[src/bbc_pkg.sv]
// Purpose: Constants and carrier types for the button baseline configuration bank.
// Assumes: Byte-wide register port behind the serial configuration interface.
// Notes: Offsets are the byte addresses of the device register map.
package bbc_pkg;

   localparam int NUM_CH = 4;

   localparam logic [7:0] ADDR_LP_STEP = 8'h13;
   localparam logic [7:0] ADDR_CH3_GAIN = 8'h14;
   localparam logic [7:0] ADDR_NP_STEP = 8'h15;
   localparam logic [7:0] ADDR_HOLD_GROUP = 8'h16;

   localparam logic [7:0] RST_LP_STEP = 8'h05;
   localparam logic [7:0] RST_CH3_GAIN = 8'h28;
   localparam logic [7:0] RST_NP_STEP = 8'h03;
   localparam logic [7:0] RST_HOLD_GROUP = 8'h00;
   localparam logic [7:0] RDATA_UNMAPPED = 8'h00;

   localparam int STEP_MSB = 2;
   localparam int GAIN_MSB = 5;
   localparam int GROUP_LSB = 0;
   localparam int HOLD_LSB = 4;

   typedef struct packed {
      logic       wr_en;
      logic       rd_en;
      logic [7:0] addr;
      logic [7:0] wdata;
   } bbc_req_t;

   typedef struct packed {
      logic [7:0]        lp_step;
      logic [7:0]        ch3_gain;
      logic [7:0]        np_step;
      logic [7:0]        hold_group;
      logic [NUM_CH-1:0] press;
      logic [7:0]        rdata;
   } bbc_state_t;

endpackage

[src/bbc_regs.sv]
// Purpose: Button algorithm baseline, gain, pause and max-win configuration registers.
// Assumes: Requests arrive one per cycle from the serial interface back end.
// Notes: Read data appears one cycle after a read request.
`timescale 1ns/1ps

// Operation
// - Low-power tracking step is bits 2-0 of register 13h, reset 5.
// - Normal-power tracking step is bits 2-0 of register 15h, reset 03h.
// - Channel 3 gain is bits 5-0 of register 14h, reset 28h.
// - Pause bit 4+n set freezes channel n tracking while its press line asserted.
// - Bit n set places channel n in the max-win group.
// - All pause and max-win bits are read/write and reset to zero.
// - Press lines are driven only while press detection is enabled.
module bbc_regs
   import bbc_pkg::*;
(
   input wire logic ref_clk,
   input wire logic reset,
   input wire bbc_req_t req,
   output logic [7:0] reg_rdata,
   input wire logic low_power_mode,
   input wire logic press_detect_enable,
   input wire logic [NUM_CH-1:0] press_raw,
   output logic [STEP_MSB:0] lowpower_track_step,
   output logic [STEP_MSB:0] normalpower_track_step,
   output logic [STEP_MSB:0] active_track_step,
   output logic [GAIN_MSB:0] ch3_sensitivity,
   output logic [NUM_CH-1:0] press_line,
   output logic [NUM_CH-1:0] track_freeze,
   output logic [NUM_CH-1:0] strongest_press_member
);

   ////////////////////////////////////////////////////////////////////////////

   function automatic logic [STEP_MSB:0] step_field(input logic [7:0] r);
      step_field = r[STEP_MSB:0];
   endfunction

   bbc_state_t s_q;
   bbc_state_t s_d;

   always_comb
   begin
      s_d = s_q;
      if (req.wr_en)
      begin
         // Whole bytes are stored so reserved bits read back, but only the fields leave the bank.
         case (req.addr)
            ADDR_LP_STEP: s_d.lp_step = req.wdata;
            ADDR_CH3_GAIN: s_d.ch3_gain = req.wdata;
            ADDR_NP_STEP: s_d.np_step = req.wdata;
            ADDR_HOLD_GROUP: s_d.hold_group = req.wdata;
            default: s_d.lp_step = s_q.lp_step;
         endcase
      end
      // Read returns the contents before a write in the same cycle.
      if (req.rd_en)
      begin
         case (req.addr)
            ADDR_LP_STEP: s_d.rdata = s_q.lp_step;
            ADDR_CH3_GAIN: s_d.rdata = s_q.ch3_gain;
            ADDR_NP_STEP: s_d.rdata = s_q.np_step;
            ADDR_HOLD_GROUP: s_d.rdata = s_q.hold_group;
            default: s_d.rdata = RDATA_UNMAPPED;
         endcase
      end
      s_d.press = press_detect_enable ? press_raw : '0;
   end

   always_ff @(posedge ref_clk or posedge reset)
   begin
      if (reset)
      begin
         s_q.lp_step <= RST_LP_STEP;
         s_q.ch3_gain <= RST_CH3_GAIN;
         s_q.np_step <= RST_NP_STEP;
         s_q.hold_group <= RST_HOLD_GROUP;
         s_q.press <= '0;
         s_q.rdata <= 8'h00;
      end
      else
      begin
         s_q <= s_d;
      end
   end

   ////////////////////////////////////////////////////////////////////////////

   assign reg_rdata = s_q.rdata;
   assign lowpower_track_step = step_field(s_q.lp_step);
   assign normalpower_track_step = step_field(s_q.np_step);
   assign active_track_step = low_power_mode ? step_field(s_q.lp_step) : step_field(s_q.np_step);
   assign ch3_sensitivity = s_q.ch3_gain[GAIN_MSB:0];
   assign press_line = s_q.press;
   // The freeze follows the gated press line, so a disabled detector never stalls tracking.
   assign track_freeze = s_q.hold_group[HOLD_LSB +: NUM_CH] & s_q.press;
   assign strongest_press_member = s_q.hold_group[GROUP_LSB +: NUM_CH];
endmodule

[config.mk]
export PLATFORM = sky130hd
export DESIGN_NAME = bbc_regs
export DESIGN_NICKNAME = d
export VERILOG_FILES = /design/src/bbc_pkg.sv /design/src/bbc_regs.sv
export SDC_FILE = /design/constraint.sdc
export NUM_CORES = 1
export LEC_CHECK = 0
export BUFFER_PORTS_ARGS = -buffer_cell sky130_fd_sc_hd__buf_2
export CAP_MARGIN = 30
export CORE_ASPECT_RATIO = 0.9
export CORE_MARGIN = 2
export CORE_UTILIZATION = 50
export CTS_CLUSTER_SIZE = 8
export DETAILED_ROUTE_END_ITERATION = 10
export HOLD_SLACK_MARGIN = 0.08
export PLACE_DENSITY = 0.85
export REMOVE_ABC_BUFFERS = 1
export SYNTH_ARGS = -nofsm -noshare
export SYNTH_HDL_FRONTEND = slang
export SYNTH_SLANG_ARGS = --single-unit
[constraint.sdc]
create_clock -name ref_clk -period 1.55 [get_ports ref_clk]
set_clock_uncertainty 0.15 [all_clocks]
set_input_delay 0.155 -clock ref_clk [delete_from_list [all_inputs] [get_ports ref_clk]]
set_output_delay 0.155 -clock ref_clk [all_outputs]
set_load 0.05 [all_outputs]
After elaboration in Yosys (flattened, before gate mapping)
Index checks and enable logic that the tools add are counted.
- bits in registers: 44
- input bits: 26
- word-level logic and storage cells: 18
- output and inout bits: 35
- mux-type cells: 3
- bitwise operators: 1
- eq/ne operators: 4
- reductions and logical operators: 4
- operators by type and width (operator ; number):
    $eq A8 B5 Y1 const B ; 4
    $pmux W8 S4 ; 1
    $reduce_and A2 Y1 ; 4
    $and A4 B4 Y4 ; 1
    $mux W4 ; 1
    $mux W3 ; 1

Depth between registers and ports, before layout
Gate-level depths: netlist (run 1).
- word-level depth: 2
- mapped depth: 6

Worst setup path after synthesis (run 1)
Ideal clock, no wire load.
- path type: input to register
- start: input port req[13] (netlist bit)
- end: register s_q, in the netlist normalpower_track_step[2]
- cell stages on the path: 6
- arrival: 1.685 ns
- slack: -0.410 ns
- setup time: 0.125 ns
- cells stage by stage: or4b_4 > nor3b_2 > buf_4 > and3_1 > buf_4 > mux2_2
- longest elaborated chain between the ends: 2
- RTL lines (element ; RTL line ; source):
    start: declaration ; bbc_regs.sv:19 ; input wire bbc_req_t req,
    $eq A8 B5 Y1 ; bbc_regs.sv:48 ; case (req.addr)
    $reduce_and A2 Y1 (no source line) ; n/a ;
    end: declaration ; bbc_regs.sv:39 ; bbc_state_t s_q;
No other way between the ends.
A chain may end at the register's enable or synchronous reset.

Worst setup path in the final report (run 1)
- start: input port req[14] (netlist bit)
- end: register s_q[18] (netlist bit)
The elaborated chain is that of the path after synthesis.

==> flow_metrics.py, run 1 <==
metrics = {
    "sta": {
        "finalCritPeriodShare": 1.13,
        "period_needed_ps": 1750,
        "drv_slew": 0,
        "whs_ps": 193,
        "setup_viol": 35,
        "slew_headroom": 0.783,
        "rsz0062_at_grt": "true",
        "hold_viol": 0,
        "fin_ws_ps": -199,
        "fmax_ghz": 0.572,
        "tightestPinTransition_ps": 323,
    },
    "worst_setup_path": {
        "ff2ff_path_depth": 4,
        "cp-end-kind": "flip-flop",
        "r2r-end": "reg_rdata[5]",
        "worstSetupPathType": "input pin to flip-flop",
        "cp.arrival_ps": 1790,
        "crit_path_start_kind": "input pin",
        "worstSetupStartpoint": "req[14]",
        "rrSetupSlack_ps": 210,
        "worstReg2RegStart": "s_q[17]",
        "cp.required_ps": 1590,
        "cp_max_fo": 5,
        "endpoint": "s_q[18]",
    },
    "global_routing": {
        "track_usage": 0.247,
        "grt_pass1_vias": 1710,
        "antenna_found_initial": 0,
        "grt_max_degree": 45,
        "grt_overflow": 0,
        "grt_pass1_wl_um": 8740,
    },
    "detailed_routing": {
        "routedWlPerCell_um": 19.5,
        "drt_pre_antenna_iters": 4,
        "routed_wl_um": 5610,
        "drc": 0,
        "drtIter0Drc": 157,
        "antenna_left": 0,
        "vias": 1644,
        "vias_per_cell": 5.71,
    },
    "layout": {
        "drive_above_1_share": 0.558,
        "n_antenna_cell": 0,
        "fill_cells": 282,
        "multi_input_area_um2": 908,
        "area_delta_synth_final_pct": 30.2,
        "final_nets": 265,
        "seq_area_um2": 1110,
        "design_area_um2": 2850,
    },
    "power_and_ir_drop": {
        "power.total_mw": 2.63,
        "internal_power_mw": 1.86,
        "peakVddDrop_mv": 0.437,
        "leakagePower_nw": 1.44,
        "p_comb_frac": 0.181,
        "switching_power_uw": 761,
        "p_clk_frac": 0.340,
        "p_per_area_nw_per_um2": 923,
        "netSwitchingFraction": 0.290,
        "sequentialPowerShare": 0.479,
    },
    "die": {
        "die_y_um": 66.7,
        "rows": 22,
        "core_um2": 4130,
        "initial_utilization": 0.529,
        "dieArea_um2": 4910,
        "io_pins": 61,
        "die_w_um": 73.7,
    },
    "synth": {
        "synth_warnings": 0,
        "syn_inst": 174,
        "syn_area_um2": 2180,
        "ys.flop_type": "dfrtp_1",
        "netlist-cell-type-count": 23,
        "synth.most_common_cell": "dfrtp_1",
        "avgSynthCellArea_um2": 12.6,
        "yosys-top-cells-count": "dfrtp_1, mux2_2, buf_4",
        "yosysTopAreaCellShare": 0.435,
        "synthArstFlopShare": 1.00,
        "synth.area.top_cells": "dfrtp_1, mux2_2, buf_4, dfstp_2, mux2i_1",
        "ys_ff_latch": 44,
        "synth_top_cell_by_area": "dfrtp_1",
        "synth_edf_count": 0,
        "ys_seq_area_frac": 0.507,
    },
    "status": {
        "outcome": "finished with violations",
        "violations": "negative setup slack",
    },
    "clocking": {
        "htree_levels": 2,
        "numClockSinks": 44,
        "clk_latency_ps": 310,
        "cts_tree": "yes",
        "clock_path_buffers": 2,
        "path_clk_slew_ps": 90,
        "cts_root_buf": "clkbuf_8",
        "numCtsBuffers": 5,
    },
    "placement": {
        "port_buffers": 60,
        "gp_congestion": 0.780,
        "place_hpwl_um": 3440,
        "dpl_cell_area_um2": 2420,
    },
    "min_path": {
        "hold_class": "input pin to flip-flop",
    },
    "run": {
        "drv_cap": 0,
    },
}
## cells by family after synthesis
logic type             count (synthesis)  share of synthesized area
buffers and inverters                 37                      0.116
AO/OA/AOI/OAI                         24                     0.0779
AND/OR/NAND/NOR                       26                     0.0819
flip-flops                            44                      0.507
multiplexers                          43                      0.217
## critical path: stages
cell	delay, ps
buf_6	90
or4b_4	550
nor3b_4	250
and4b_2	300
buf_6	140
mux2_4	300
## state kept, by name (all words and copies together), names as in the netlist
| name | count |
|---|---|
| normalpower_track_step | 3 |
| press_line | 4 |
| strongest_press_member | 4 |
| lowpower_track_step | 3 |
| reg_rdata | 8 |
| s_q | 16 |
| ch3_sensitivity | 6 |
## how the worst min path moves through the flow
stage	cells after the start	start	slack (ps)	end
4_1_cts	4	req[10]	190	s_q[43]
3_5_place_dp	3	reset	90	s_q[41]
6_report	3	req[17]	190	s_q[43]
3_3_place_gp	3	reset	80	press_line[1]
2_1_floorplan	1	req[16]	90	reg_rdata[0]
5_1_grt	3	req[17]	200	s_q[43]
## metal layers
metal / vias to the layer above / track usage / wire, um / share of wire
li1: 715 / - / - / -
met1: 837 / 0.304 / 2310 / 0.41
met2: 78 / 0.415 / 2790 / 0.50
met3: 14 / 0.0635 / 352 / 0.063
met4: 0 / 0.0909 / 157 / 0.028
met5: - / 0 / 0 / 0
## per-stage QoR
step                TNS (ps)  cells  worst slack (ps)   util
finish                 -4070    288              -199  0.689
global route           -6270    288              -250  0.689
CTS                    -4060    289              -182  0.688
detailed placement    -19620    261              -579  0.586
global placement      -17290    261              -498  0.586
floorplan             -17240    138              -674      -
## layout by cell type, fill, tap and decap left out, drive strengths merged
cell and n:
and3 1, clkinvlp 1, mux2i 8, or4b 1
clkinv 1, dfrtp 38, a21oi 8, mux2 35
dlygate4sd3 18, nor3b 1, nand2 2, and4b 1
buf 76, nor2b 1, nor4 1, a22oi 8
nand3 1, dfstp 6, o2bb2ai 8, bufinv 1
clkbuf 5, inv 1, nor2 9, and2 8
## repair_timing
item                                    4_1_cts  5_1_grt
pin swaps                                    12        3
hold endpoints to repair                     81        0
endpoints found under the setup margin       43       41
setup buffers                                 2        0
hold buffers                                 18        0
resized for setup                            29        5
cloned                                        0        0
## area by class of cell
class                      count  share of cell area
clock buffer                   5              0.0242
sequential                    44               0.390
timing repair buffer          94               0.230
inverter                       1             0.00132
multi-input combinational     93               0.319
tap                           48              0.0211
clock inverter                 3              0.0150
## power by group through the flow
stage                     sequential (mW)  clock (mW)  combinational, mW
final                                1.26       0.894              0.475
after global routing                 1.26       0.969              0.500
after CTS                            1.25       0.902              0.467
after detailed placement             1.27           0              0.410
after global placement               1.27           0              0.401
after floorplan                      1.41           0              0.122
Note: power is estimated with default switching activity, not from simulation.
==> inputs of run 2 (changes only) <==
HOLD_SLACK_MARGIN = default   (was 0.08)
RECOVER_POWER = 25   (was default)
==> run 2 against run 1 <==
Effect of this change:
- the run still ends with negative setup slack left
- sequential power about the same
- power down 0.21%
- flip-flop and latch count unchanged
- worst setup slack worse by 1.7 ps
- highest routed layer unchanged
==> flow_metrics.py, run 2 (synthesis results as in run 1) <==
metrics = {
    "status": {
        "outcome": "finished with violations",
        "violations": "negative setup slack",
    },
    "clocking": {
        "htree_levels": 2,
        "numClockSinks": 44,
        "path_clk_slew_ps": 90,
        "numCtsBuffers": 5,
        "clock_path_buffers": 2,
        "cts_root_buf": "clkbuf_8",
        "cts_tree": "yes",
        "clk_latency_ps": 310,
    },
    "detailed_routing": {
        "drc": 0,
        "drtIter0Drc": 137,
        "routedWlPerCell_um": 19.7,
        "vias_per_cell": 5.69,
        "routed_wl_um": 5660,
        "antenna_left": 0,
        "vias": 1632,
        "drt_pre_antenna_iters": 4,
    },
    "global_routing": {
        "grt_pass1_vias": 1691,
        "track_usage": 0.246,
        "antenna_found_initial": 0,
        "grt_pass1_wl_um": 8680,
        "grt_overflow": 0,
        "grt_max_degree": 45,
    },
    "power_and_ir_drop": {
        "leakagePower_nw": 1.44,
        "p_per_area_nw_per_um2": 928,
        "peakVddDrop_mv": 0.434,
    },
    "sta": {
        "tightestPinTransition_ps": 608,
        "period_needed_ps": 1750,
        "tns_ps": -4270,
        "slew_headroom": 0.595,
        "drv_slew": 0,
        "setup_viol": 35,
        "finalCritPeriodShare": 1.13,
        "rsz0062_at_grt": "true",
        "fin_ws_ps": -200,
        "hold_viol": 0,
        "fmax_ghz": 0.571,
    },
    "placement": {
        "place_hpwl_um": 3440,
        "dpl_cell_area_um2": 2420,
        "port_buffers": 60,
        "gp_congestion": 0.780,
        "dp_cells": 261,
    },
    "layout": {
        "design_area_um2": 2820,
        "fill_cells": 286,
        "top_register": "s_q",
        "mostFrequentLayoutCells": "buf_2, dfrtp_1, mux2_2",
        "n_antenna_cell": 0,
        "area_delta_synth_final_pct": 29.2,
        "largest_register_ffs": 16,
        "fin_util": 0.684,
        "drive_above_1_share": 0.561,
        "fin_cells": 287,
        "mostFrequentLayoutCell": "buf_2",
        "final_nets": 264,
    },
    "die": {
        "dieArea_um2": 4910,
        "rows": 22,
        "die_w_um": 73.7,
        "core_um2": 4130,
        "initial_utilization": 0.529,
        "io_pins": 61,
        "die_y_um": 66.7,
    },
    "min_path": {
        "hold_class": "input pin to flip-flop",
    },
    "worst_setup_path": {
        "worstSetupPathType": "input pin to flip-flop",
        "cp.required_ps": 1590,
        "critPathBufInv": 2,
        "slowest_stage": "or4b_4",
        "worstPathCellList": "buf_6 > or4b_4 > nor3b_4 > and4b_2 > buf_6 > mux2_4",
        "cp_top_family": "simple AND/OR/NAND/NOR gates",
        "cp_max_fo": 5,
        "slowest_delay_ps": 550,
        "crit_path_start_kind": "input pin",
        "cp.arrival_ps": 1790,
        "cp-end-kind": "flip-flop",
        "cpMostUsedCell": "buf_6",
    },
    "run": {
        "drv_cap": 0,
    },
}
[run 2: cell types whose count changed in the layout (fill, tap and decap cells not counted)]
| cell | delta |
|---|---|
| buf_12 | -1 |
| clkbuf_4 | +1 |
| dlygate4sd3_1 | -1 |
[run 2: metal layers]
layer,part of all wire,vias to the layer above,track usage,wire length [um]
met3,0.060,20,0.0635,341
li1,-,712,-,-
met1,0.41,824,0.304,2330
met4,0.036,0,0.0909,201
met5,0,-,0,0
met2,0.49,76,0.411,2780
[run 2: path summary, 6_finish.rpt]
kind | endpoint | slack [ps] | from | cells after the start
worst max-delay path | s_q[18] | -200 | req[14] | 6
worst min-delay path | reg_rdata[4] | 110 | req[16] | 2
worst max register to register | reg_rdata[5] | 220 | s_q[17] | 4
worst min register to register | s_q[43] | 380 | s_q[43] | 1
max in group asynchronous | reg_rdata[1] | 420 | reset | 4
min in group asynchronous | s_q[27] | 420 | reset | 4
[run 2: what timing repair did]
item | 4_1_cts | 5_1_grt
hold buffers | 17 | 0
pin swaps | 12 | 3
buffers inserted | 2 | 0
endpoints found under the hold margin | 74 | 0
endpoints found under the setup margin | 43 | 41
resized for setup | 29 | 5
[run 2: report_power, final]
part / internal (mW) / switching, mW / total [mW]
clock: 0.477 / 0.417 / 0.894
combinational: 0.170 / 0.300 / 0.470
sequential: 1.21 / 0.0443 / 1.26
total: 1.86 / 0.761 / 2.62
[run 2: area by class of cell]
cell class | instances | area (um^2) | share of cell area
flip-flops and latches | 44 | 1110 | 0.393
multi-input cells | 93 | 908 | 0.322
repair buffers | 93 | 631 | 0.223
clock buffers | 5 | 68.8 | 0.0244
well taps | 48 | 60.1 | 0.0213
clock inverters | 3 | 42.5 | 0.0151
inverters | 1 | 3.75 | 0.00133
[run 2: worst reg2reg max path, stage by stage, from the launching register on]
cell and delay, ps:
dfrtp_1 440, mux2i_1 210, o2bb2ai_1 110, a22oi_2 220, a21oi_2 80
[run 2: stage by stage]
| step | setup WS, ps | total power, mW | hold WS, ps |
|---|---|---|---|
| final | -200 | 2.62 | 112 |
| after global routing | -250 | 2.73 | 119 |
| after CTS | -182 | 2.62 | 77.3 |
| after detailed placement | -579 | 1.68 | 89.2 |
| after global placement | -498 | 1.67 | 82.1 |
| after floorplan | -674 | 1.53 | 89.7 |
